File: src/rtl/lpci_params.svh
// Constants for the light and proximity configuration and interrupt block
`ifndef LPCI_PARAMS_SVH
`define LPCI_PARAMS_SVH
`define LPCI_ADDR_ID 8'h00
`define LPCI_ADDR_CONFIG 8'h01
`define LPCI_ADDR_INTR 8'h02
`define LPCI_CONFIG_RESET 8'h00
`define LPCI_INTR_RESET 8'h00
`define LPCI_ID_DEFAULT 8'h5a
`define LPCI_CLK_PERIOD_NS 25
`define LPCI_CONV_TIME_NS 540000
`define LPCI_SLEEP_UNIT_NS 12500000
`define LPCI_SLEEP_800 8'h40
`define LPCI_SLEEP_400 8'h20
`define LPCI_SLEEP_200 8'h10
`define LPCI_SLEEP_100 8'h08
`define LPCI_SLEEP_75 8'h06
`define LPCI_SLEEP_50 8'h04
`define LPCI_SLEEP_12P5 8'h01
`define LPCI_SLEEP_NONE 8'h00
`define LPCI_PERSIST_1 5'h01
`define LPCI_PERSIST_4 5'h04
`define LPCI_PERSIST_8 5'h08
`define LPCI_PERSIST_16 5'h10
`endif

File: src/rtl/lpci_pkg.sv
// Types and shared decoding for the light and proximity control block
`include "lpci_params.svh"
package lpci_pkg;
  typedef struct packed {
    logic near_enable;
    logic [2:0] sleep_code;
    logic led_drive_strength;
    logic light_sense_enable;
    logic light_full_scale_select;
    logic light_source_select;
  } lpci_config_type;

  typedef struct packed {
    logic near_flag;
    logic [1:0] near_persistence;
    logic zero_bit;
    logic light_window_flag;
    logic [1:0] light_persistence;
    logic combine_and;
  } lpci_intr_type;

  typedef enum logic [1:0] {
    LPCI_IDLE = 2'b00,
    LPCI_CONVERT = 2'b01,
    LPCI_SLEEP = 2'b11
  } lpci_state_type;

  function automatic logic [4:0] lpci_persist_target(input logic [1:0] sel);
    case (sel)
      2'b00: lpci_persist_target = `LPCI_PERSIST_1;
      2'b01: lpci_persist_target = `LPCI_PERSIST_4;
      2'b10: lpci_persist_target = `LPCI_PERSIST_8;
      default: lpci_persist_target = `LPCI_PERSIST_16;
    endcase
  endfunction : lpci_persist_target
endpackage : lpci_pkg

File: src/rtl/lpci_persist.sv
// Consecutive out-of-window counter for one interrupt condition
`timescale 1ns/100ps
module lpci_persist
  import lpci_pkg::*;
(
  input wire logic clock,
  input wire logic rst,
  input wire logic sample_valid,
  input wire logic outside,
  input wire logic [1:0] count_sel,
  output logic reached
);
  logic [4:0] count;
  logic [4:0] next_count;
  logic [5:0] count_plus;
  logic [4:0] target;

  assign target = lpci_persist_target(count_sel);
  assign count_plus = {1'b0, count} + 6'h01;
  // Saturate at the target so a long run keeps re-setting, never wraps
  assign next_count = !sample_valid ? count :
                      !outside ? 5'h00 :
                      (count >= target) ? count : count_plus[4:0];
  assign reached = sample_valid && outside && (count_plus >= {1'b0, target});

  always_ff @(posedge clock or posedge rst) begin
    if (rst) begin
      count <= 5'h00;
    end else begin
      count <= next_count;
    end
  end
endmodule : lpci_persist

File: src/rtl/lpci_top.sv
// Configuration, proximity sequencing and interrupt flags of the sensor
`timescale 1ns/100ps
`include "lpci_params.svh"
module lpci_top
  import lpci_pkg::*;
#(
  parameter logic [7:0] ID_CODE = `LPCI_ID_DEFAULT, // Arbitrary value
  parameter int CONV_CYCLES = `LPCI_CONV_TIME_NS / `LPCI_CLK_PERIOD_NS,
  parameter int SLEEP_UNIT_CYCLES = `LPCI_SLEEP_UNIT_NS / `LPCI_CLK_PERIOD_NS
)(
  input wire logic clock,
  input wire logic rst,
  input wire logic [7:0] reg_addr,
  input wire logic [7:0] reg_wdata,
  input wire logic reg_write,
  input wire logic reg_read,
  output logic [7:0] reg_rdata,
  input wire logic light_result_valid,
  input wire logic [11:0] light_result,
  input wire logic [11:0] light_lower_threshold,
  input wire logic [11:0] light_upper_threshold,
  input wire logic near_result_valid,
  input wire logic [7:0] near_result,
  input wire logic [7:0] near_lower_threshold,
  input wire logic [7:0] near_upper_threshold,
  output lpci_config_type sensing_config,
  output logic light_convert_enable,
  output logic near_convert,
  output logic int_pin_out,
  output logic int_pin_oe
);
  // ----------------------------------------------------------------
  // Register decode
  // ----------------------------------------------------------------
  lpci_config_type config_q;
  lpci_intr_type intr_q;
  lpci_intr_type next_intr;
  logic [7:0] next_rdata;
  logic wr_config;
  logic wr_intr;

  assign wr_config = reg_write && (reg_addr == `LPCI_ADDR_CONFIG);
  assign wr_intr = reg_write && (reg_addr == `LPCI_ADDR_INTR);
  // Writes to the identification address are dropped
  assign next_rdata = (reg_addr == `LPCI_ADDR_ID) ? ID_CODE :
                      (reg_addr == `LPCI_ADDR_CONFIG) ? config_q :
                      (reg_addr == `LPCI_ADDR_INTR) ? intr_q : 8'h00;

  always_ff @(posedge clock or posedge rst) begin
    if (rst) begin
      config_q <= `LPCI_CONFIG_RESET;
    end else if (wr_config) begin
      config_q <= reg_wdata;
    end
  end

  always_ff @(posedge clock or posedge rst) begin
    if (rst) begin
      reg_rdata <= 8'h00;
    end else if (reg_read) begin
      reg_rdata <= next_rdata;
    end
  end

  // ----------------------------------------------------------------
  // Configuration outputs
  // ----------------------------------------------------------------
  // Source, range and drive fields go straight to the analog side
  assign sensing_config = config_q;
  assign light_convert_enable = config_q.light_sense_enable;

  // ----------------------------------------------------------------
  // Proximity sequencer
  // ----------------------------------------------------------------
  lpci_state_type state;
  lpci_state_type next_state;
  logic [31:0] timer;
  logic [31:0] next_timer;
  logic [31:0] sleep_cycles;
  logic timer_done;

  function automatic logic [7:0] sleep_units(input logic [2:0] code);
    case (code)
      3'h0: sleep_units = `LPCI_SLEEP_800;
      3'h1: sleep_units = `LPCI_SLEEP_400;
      3'h2: sleep_units = `LPCI_SLEEP_200;
      3'h3: sleep_units = `LPCI_SLEEP_100;
      3'h4: sleep_units = `LPCI_SLEEP_75;
      3'h5: sleep_units = `LPCI_SLEEP_50;
      3'h6: sleep_units = `LPCI_SLEEP_12P5;
      default: sleep_units = `LPCI_SLEEP_NONE;
    endcase
  endfunction : sleep_units

  // Product fits 32 bits for every code at the default unit
  assign sleep_cycles = 32'(sleep_units(config_q.sleep_code)) * 32'(SLEEP_UNIT_CYCLES);
  assign timer_done = (timer <= 32'h1);

  always_comb begin
    next_state = state;
    next_timer = timer - 32'h1;
    if (!config_q.near_enable) begin
      next_state = LPCI_IDLE;
      next_timer = 32'h0;
    end else begin
      unique case (state)
        LPCI_IDLE: begin
          next_state = LPCI_CONVERT;
          next_timer = 32'(CONV_CYCLES);
        end
        LPCI_CONVERT: begin
          if (timer_done) begin
            // Sleep code 7 skips straight to the next conversion
            if (sleep_cycles == 32'h0) begin
              next_timer = 32'(CONV_CYCLES);
            end else begin
              next_state = LPCI_SLEEP;
              next_timer = sleep_cycles;
            end
          end
        end
        LPCI_SLEEP: begin
          if (timer_done) begin
            next_state = LPCI_CONVERT;
            next_timer = 32'(CONV_CYCLES);
          end
        end
        default: begin
          next_state = LPCI_IDLE;
          next_timer = 32'h0;
        end
      endcase
    end
  end

  always_ff @(posedge clock or posedge rst) begin
    if (rst) begin
      state <= LPCI_IDLE;
      timer <= 32'h0;
    end else begin
      state <= next_state;
      timer <= next_timer;
    end
  end

  assign near_convert = (state == LPCI_CONVERT);

  // ----------------------------------------------------------------
  // Persistence and flags
  // ----------------------------------------------------------------
  logic light_outside;
  logic light_valid;
  logic near_valid;
  logic near_high;
  logic near_low;
  logic light_set;
  logic near_set;
  logic near_clear;

  assign light_valid = light_result_valid && config_q.light_sense_enable;
  assign near_valid = near_result_valid && config_q.near_enable;
  assign light_outside = (light_result <= light_lower_threshold) ||
                         (light_result >= light_upper_threshold);
  assign near_high = near_result >= near_upper_threshold;
  assign near_low = near_result <= near_lower_threshold;

  lpci_persist light_run (
    .clock(clock),
    .rst(rst),
    .sample_valid(light_valid),
    .outside(light_outside),
    .count_sel(intr_q.light_persistence),
    .reached(light_set)
  );

  lpci_persist near_up_run (
    .clock(clock),
    .rst(rst),
    .sample_valid(near_valid),
    .outside(near_high),
    .count_sel(intr_q.near_persistence),
    .reached(near_set)
  );

  lpci_persist near_down_run (
    .clock(clock),
    .rst(rst),
    .sample_valid(near_valid),
    .outside(near_low),
    .count_sel(intr_q.near_persistence),
    .reached(near_clear)
  );

  // A set in the same cycle as a clearing write wins
  always_comb begin
    next_intr = intr_q;
    if (wr_intr) begin
      next_intr = reg_wdata;
      next_intr.near_flag = intr_q.near_flag && reg_wdata[7];
      next_intr.light_window_flag = intr_q.light_window_flag && reg_wdata[3];
    end
    next_intr.zero_bit = 1'b0;
    if (near_clear) begin
      next_intr.near_flag = 1'b0;
    end
    if (near_set) begin
      next_intr.near_flag = 1'b1;
    end
    if (light_set) begin
      next_intr.light_window_flag = 1'b1;
    end
  end

  always_ff @(posedge clock or posedge rst) begin
    if (rst) begin
      intr_q <= `LPCI_INTR_RESET;
    end else begin
      intr_q <= next_intr;
    end
  end

  // ----------------------------------------------------------------
  // Interrupt pin
  // ----------------------------------------------------------------
  logic int_active;

  assign int_active = intr_q.combine_and ?
                      (intr_q.near_flag && intr_q.light_window_flag) :
                      (intr_q.near_flag || intr_q.light_window_flag);

  // Registered so the pin never glitches from decode
  always_ff @(posedge clock or posedge rst) begin
    if (rst) begin
      int_pin_oe <= 1'b0;
    end else begin
      int_pin_oe <= int_active;
    end
  end

  assign int_pin_out = 1'b0; // Open drain only ever pulls low
endmodule : lpci_top

File: config.mk
export PLATFORM = sky130hd
export DESIGN_NAME = lpci_top
export DESIGN_NICKNAME = d
export VERILOG_FILES = /design/src/rtl/lpci_pkg.sv /design/src/rtl/lpci_persist.sv /design/src/rtl/lpci_top.sv
export VERILOG_INCLUDE_DIRS = /design/src /design/src/rtl
export SDC_FILE = /design/constraint.sdc
export NUM_CORES = 1
export LEC_CHECK = 0
export BUFFER_PORTS_ARGS = -buffer_cell sky130_fd_sc_hd__buf_2
export CORE_MARGIN = 2
export CORE_UTILIZATION = 55
export CTS_BUF_LIST = sky130_fd_sc_hd__clkbuf_2 sky130_fd_sc_hd__clkbuf_4 sky130_fd_sc_hd__clkbuf_8
export CTS_CLUSTER_SIZE = 12
export DETAILED_ROUTE_END_ITERATION = 10
export PLACE_DENSITY = 0.78
export SETUP_SLACK_MARGIN = 0.05
export SYNTH_ARGS = -nofsm -noshare
export SYNTH_HDL_FRONTEND = slang
export SYNTH_SLANG_ARGS = --single-unit
File: constraint.sdc
create_clock -name clock -period 6.5 [get_ports clock]
set_clock_uncertainty 0.2 [all_clocks]
set_input_delay 0.65 -clock clock [delete_from_list [all_inputs] [get_ports clock]]
set_output_delay 0.65 -clock clock [all_outputs]
set_load 0.05 [all_outputs]
# Word level (Yosys, flattened, before mapping)
# Index checks and enable logic that the tools add are counted.
dict set report classes {
  magnitude_cmp 11
  n_eq_ne 20
  n_reduce_logical 27
  n_mux 27
  add_sub_neg 4
  mul 1
}
# op count
set op_table {}
lappend op_table {{$mux W32} 3}
lappend op_table {{$pmux W32 S3} 1}
lappend op_table {{$pmux W7 S7} 1}
lappend op_table {{$le A32 B1 Y1 const B} 1}
lappend op_table {{$logic_not A32 Y1} 1}
lappend op_table {{$mux W8} 4}
lappend op_table {{$sub A32 B1 Y32 const B} 1}
lappend op_table {{$mux W5} 6}
lappend op_table {{$pmux W5 S3} 2}
lappend op_table {{$mux W27} 1}
lappend op_table {{$mul A8 B14 Y22 const B} 1}
lappend op_table {{$add A5 B1 Y6 const B} 3}
lappend op_table {{$ge A6 B5 Y1} 3}
lappend op_table {{$ge A5 B5 Y1} 3}
lappend op_table {{$logic_and A1 B1 Y1} 13}
lappend op_table {{$ge A12 B12 Y1} 1}
lappend op_table {{$le A12 B12 Y1} 1}
lappend op_table {{$eq A3 B3 Y1 const B} 3}
lappend op_table {{$eq A8 B1 Y1 const B} 1}
lappend op_table {{$eq A8 B2 Y1 const B} 1}
lappend op_table {{$ge A8 B8 Y1} 1}
lappend op_table {{$le A8 B8 Y1} 1}
lappend op_table {{$logic_not A8 Y1} 1}
lappend op_table {{$mux W2} 4}
lappend op_table {{other kinds (16)} 32}
dict set report totals {
  register_bits 73
  wordCells 108
  output_inout_bits 20
  in_bits 82
}

# Logic depth before layout (Yosys ltp)
dict set report depth {
  ltp_word 8
  depth_mapped 20
  mapped_depth_nobuf 19
}

# By module
# A second synthesis with hierarchy kept.
dict set report hier_totals {
  hier_cells 767
  hier_area_um2 7005.5
}
# module area_each_um2 seq_area_each_um2 instances cells_per_inst
set modules_own_cells {}
lappend modules_own_cells {lpci_top 5323.9 1451.4 1 587}
lappend modules_own_cells {lpci_persist 560.5 125.1 3 60}

# Worst setup path before layout
# No wires, ideal clock.
dict set report synth_path {
  kind {flip-flop to flip-flop}
  startpoint {register config_q, in the netlist sensing_config[4]}
  endpoint {register timer[10]}
  path_stages_with_launch 18
  period_less_slack_ns 5.688
  setup_ns 0.094
  required_ns 6.206
  setup_slack_ns 0.812
  arrival_ns 5.394
  n_path_buf 1
  path_cell_list {dfrtp_1 -> clkbuf_1 -> nand2_1 -> nor2_1 -> fa_1 -> inv_1 -> fa_1 -> fa_1 -> ha_1 -> ha_1 -> nand4_1 -> o21ai_1 -> nor3_1 -> a21oi_1 -> xor2_1 -> or4_1 -> o31a_4 -> a221oi_2}
}
dict set report synth_between {
  elab_chain_len 8
  word_cells_on_any_way 14
  cone_classes {1 x mul; 6 x eq/ne; 5 x mux; 2 x reduce/logical}
}
# item line
set synth_lines {}
lappend synth_lines {{from (decl)} lpci_top.sv:35} ;# lpci_config_type config_q;
lappend synth_lines {{from (signal assigned)} lpci_top.sv:51} ;# config_q <= `LPCI_CONFIG_RESET;
lappend synth_lines {{from (signal assigned)} lpci_top.sv:53} ;# config_q <= reg_wdata;
lappend synth_lines {{$eq A3 B3 Y1, or another cell as far along} lpci_top.sv:83} ;# case (code)
lappend synth_lines {{$pmux W7 S7 *} lpci_top.sv:83}
lappend synth_lines {{$mul A8 B14 Y22 *} lpci_top.sv:96} ;# assign sleep_cycles = 32'(sleep_units(config_q.sleep_code)) * 32'(SLEEP_UNIT_CYCLES);
lappend synth_lines {{$logic_not A32 Y1} lpci_top.sv:114} ;# if (sleep_cycles == 32'h0) begin
lappend synth_lines {{$mux W27 *} lpci_top.sv:114}
lappend synth_lines {{$mux W32 *} lpci_top.sv:112} ;# if (timer_done) begin
lappend synth_lines {{$pmux W32 S3 *} lpci_top.sv:106} ;# unique case (state)
lappend synth_lines {{$mux W32 *} lpci_top.sv:102} ;# if (!config_q.near_enable) begin
lappend synth_lines {{named net next_timer[10]} lpci_top.sv:78} ;# logic [31:0] next_timer;
lappend synth_lines {{to (signal assigned)} lpci_top.sv:142} ;# timer <= next_timer;
lappend synth_lines {{to (decl)} lpci_top.sv:77} ;# logic [31:0] timer;
# The timed path passes the listed nets; every way through them passes the cells marked *.
# A chain may end at the register's enable or synchronous reset.

# Final worst setup path
dict set report layout_path {
  startpoint {register config_q, in the netlist sensing_config[5]}
  endpoint {register timer[5]}
}
# The elaborated chain is that of the path after synthesis.

==> impl_metrics.toml <==
[worst_setup_path]
crit_arrival_ns = 6.01
worst_setup_path_start_kind = "flip-flop"
crit_fanout = 12
critPathKind = "reg -> reg"
endpoint_kind = "flip-flop"
path_cells = "or2_1 > nor2_1 > fa_1 > inv_1 > fa_1 > fa_1 > ha_1 > ha_1 > nand4_1 > o21ai_1 > nor3_1 > a21oi_1 > xor2_1 > or4_1 > o31a_4 > a221oi_2"
crit_family = "adder cells"
crit_path_max_incr_delay_ns = 0.55
cp_common_cell = "fa_1"
cp.required_ns = 6.56
cp_slowest_cell = "dfrtp_1"
worst-path-buf-inv = 1

[cells_and_area]
diodes = 0
synthToLayoutAreaGrowth_pct = 13.0
final_nets = 1024
fin_cells = 968
drive_gt1_share_pct = 18.4
fin_util_pct = 64.3

[floorplan]
core_region_area_sq_um = 11600
io-pin-count = 102
start_util_pct = 56.9
dieHeight_um = 113
die_w_um = 113
fp-row-count = 39
die_area_sq_um = 12900

[power_and_ir_drop]
ir_worst_vdd_uv = 111
power_uw = 1360
p_leak_uw = 0.00405
p_int_uw = 864
clockPowerShare_pct = 27.9
p_switching_uw = 500
swShare_pct = 36.7
combPwrFrac_pct = 35.0
pwr-share-seq_pct = 37.1
pwr_density_cell_nw_per_um2 = 184

[worst_hold_path]
hold_class = "reg -> reg"

[clocking]
cts_resized = 0
cts_tree = "done"
cts_htree_levels = 3
cts.root.buffer_cell = "clkbuf_8"
cts.clk_slew.worst_paths_ns = 0.09
cts_num_sinks = 73
clockBufferDepth = 2
holdBufCountCts = 0
cts_made_buffers = 9
postCtsSetupBuffers = 0
clock_latency_ns = 0.36

[sta]
hold_ws_ns = 0.303
period_needed_ns = 5.95
timing.final.max_slew_violations = 0
tightest_slew_ns = 0.909
tns_ns = 0
grt_setup_unrepaired = "no"
fmax_ghz = 0.168
setup_violations = 0
finalHoldViolations = 0
maxSlewHeadroom_pct = 39.4
post-route-period-util_pct = 91.5

[grt]
grt_use_total_pct = 24.9
grt_pass1_vias = 5661
overflow = 0
grt_max_degree = 74
antenna_found_initial = 0
grt_pass1_wl_mm = 26.1

[synthesis]
synth_cell_type_count = 67
ys_ff_latch = 73
synth_cells = 716
async_reset_ff_share_pct = 100
synth_edf_count = 0
synthFlopType = "dfrtp_1"
synth_area_per_cell_sq_um = 9.19
seq_area_frac_synth_pct = 27.8
netlist_area_sq_um = 6580
yosys_warnings = 0

[flow_run]
max_cap_violations = 0

[drt]
wl_per_cell_um = 16.0
detail-route-antenna-nets = 0
first_iter_violations = 359
vias_per_cell = 5.80
route.detailed.drc = 0
first_pass_iters = 5
drt-total-wl_mm = 15.5
vias = 5613

[place]
gp_congestion = 0.944
place_inst = 952
dpl.hpwl_mm = 12.4
io_buffers = 100

[run_status]
status = "completed"
==> sequential cells by signal (all words and copies together) (netlist names) <==
name                  cells
reg_rdata                 8
int_pin_oe                1
light_run.count           5
timer                    32
sensing_config            7
state                     2
near_up_run.count         5
intr_q                    7
near_down_run.count       5
light_convert_enable      1
==> area by class of cell <==
| type | instances | area [sq um] |
|---|---|---|
| multi-input cells | 550 | 4390 |
| repair buffers | 103 | 523 |
| well taps | 143 | 179 |
| clock buffers | 11 | 145 |
| inverters | 83 | 312 |
| fillers | 951 | 4130 |
| clock inverters | 5 | 62.6 |
| flip-flops and latches | 73 | 1830 |
==> synth_stat cells, types with 2 or more instances <==
cell       instances  area, sq um
ha_1             114         1430
a21boi_0           3         22.5
nand2_1           33          124
nand3_1           22          110
and4_1             2         17.5
o31ai_1            4         30.0
xor2_1            21          184
nor3_1            18         90.1
a211oi_1           3         22.5
nor2b_1            8         50.1
a22o_1             8         70.1
nand4_1            8         50.1
fa_1               8          160
a22oi_1            6         45.0
or2_1              2         12.5
o2111ai_1          4         35.0
o22ai_1            6         37.5
or2_2              4         25.0
mux2_2            14          158
and3_1             3         18.8
dfrtp_1           73         1830
o21ai_1            5         25.0
a31oi_1            9         56.3
nand3b_1           2         15.0
a21o_1            22          165
a221oi_2           5         75.1
o21ai_0           31          155
or3_1              5         31.3
a32o_1             6         60.1
o21a_1             4         30.0
inv_1             82          308
buf_4              3         22.5
or4_1              5         37.5
nor4_1             5         31.3
nor2_1            55          206
a21oi_1           24          120
nand2b_1          13         81.3
a2111oi_0          2         17.5
and2_1             9         56.3
clkbuf_1           8         30.0
xnor2_1           31          272
==> layer usage <==
layer	share of wire, %	GRT usage [%]
met1	44	31.6
met3	5.4	4.04
met5	0	0
met4	2.2	7.64
met2	49	43.8
==> layout by cell type (no fill, tap or decap), drive strengths merged, types with 22 or more instances in the layout <==
cell | synthesis | routed
xnor2 | 31 | 31
buf | 5 | 103
inv | 83 | 84
nor2 | 55 | 55
a21oi | 24 | 24
a21o | 22 | 22
ha | 114 | 114
xor2 | 22 | 22
nand3 | 22 | 22
dfrtp | 73 | 73
o21ai | 36 | 36
nand2 | 33 | 33
==> cell families after synthesis <==
kind of cell | Yosys count | share of synthesized area, %
simple gates | 203 | 16.0
compound gates | 154 | 16.6
fa+ha+maj | 122 | 24.1
buf+inv | 96 | 5.76
flops | 73 | 27.8
xor+xnor | 53 | 7.34
mux | 14 | 2.39
other cells | 1 | 0.0570
==> power by group through the flow <==
| stage | Sequential, uW | Combinational [uW] | Clock [uW] |
|---|---|---|---|
| global route | 511 | 539 | 406 |
| detailed placement | 515 | 470 | 0 |
| global placement | 514 | 450 | 0 |
| finish | 506 | 478 | 380 |
| CTS | 506 | 476 | 385 |
| floorplan | 525 | 331 | 0 |
==> through the flow <==
step                      instance area, sq um  worst slack, ns
after floorplan                           6590            0.812
after global placement                    7230            0.762
after detailed placement                  7230            0.586
after CTS                                 7440            0.546
after global routing                      7440            0.133
final                                     7440            0.551
==> final timing paths <==
kind / startpoint / endpoint / slack [ns] / cells past startpoint
min reg2reg: timer[0] / timer[0] / 0.30 / 1
max in group asynchronous: rst / near_down_run.count[1] / 5.15 / 3
max: sensing_config[5] / timer[5] / 0.55 / 16
max reg2reg: sensing_config[5] / timer[5] / 0.55 / 16
min in group asynchronous: rst / timer[0] / 0.37 / 3
min: timer[0] / timer[0] / 0.30 / 1
No activity file was read; power rests on OpenSTA's default activity.
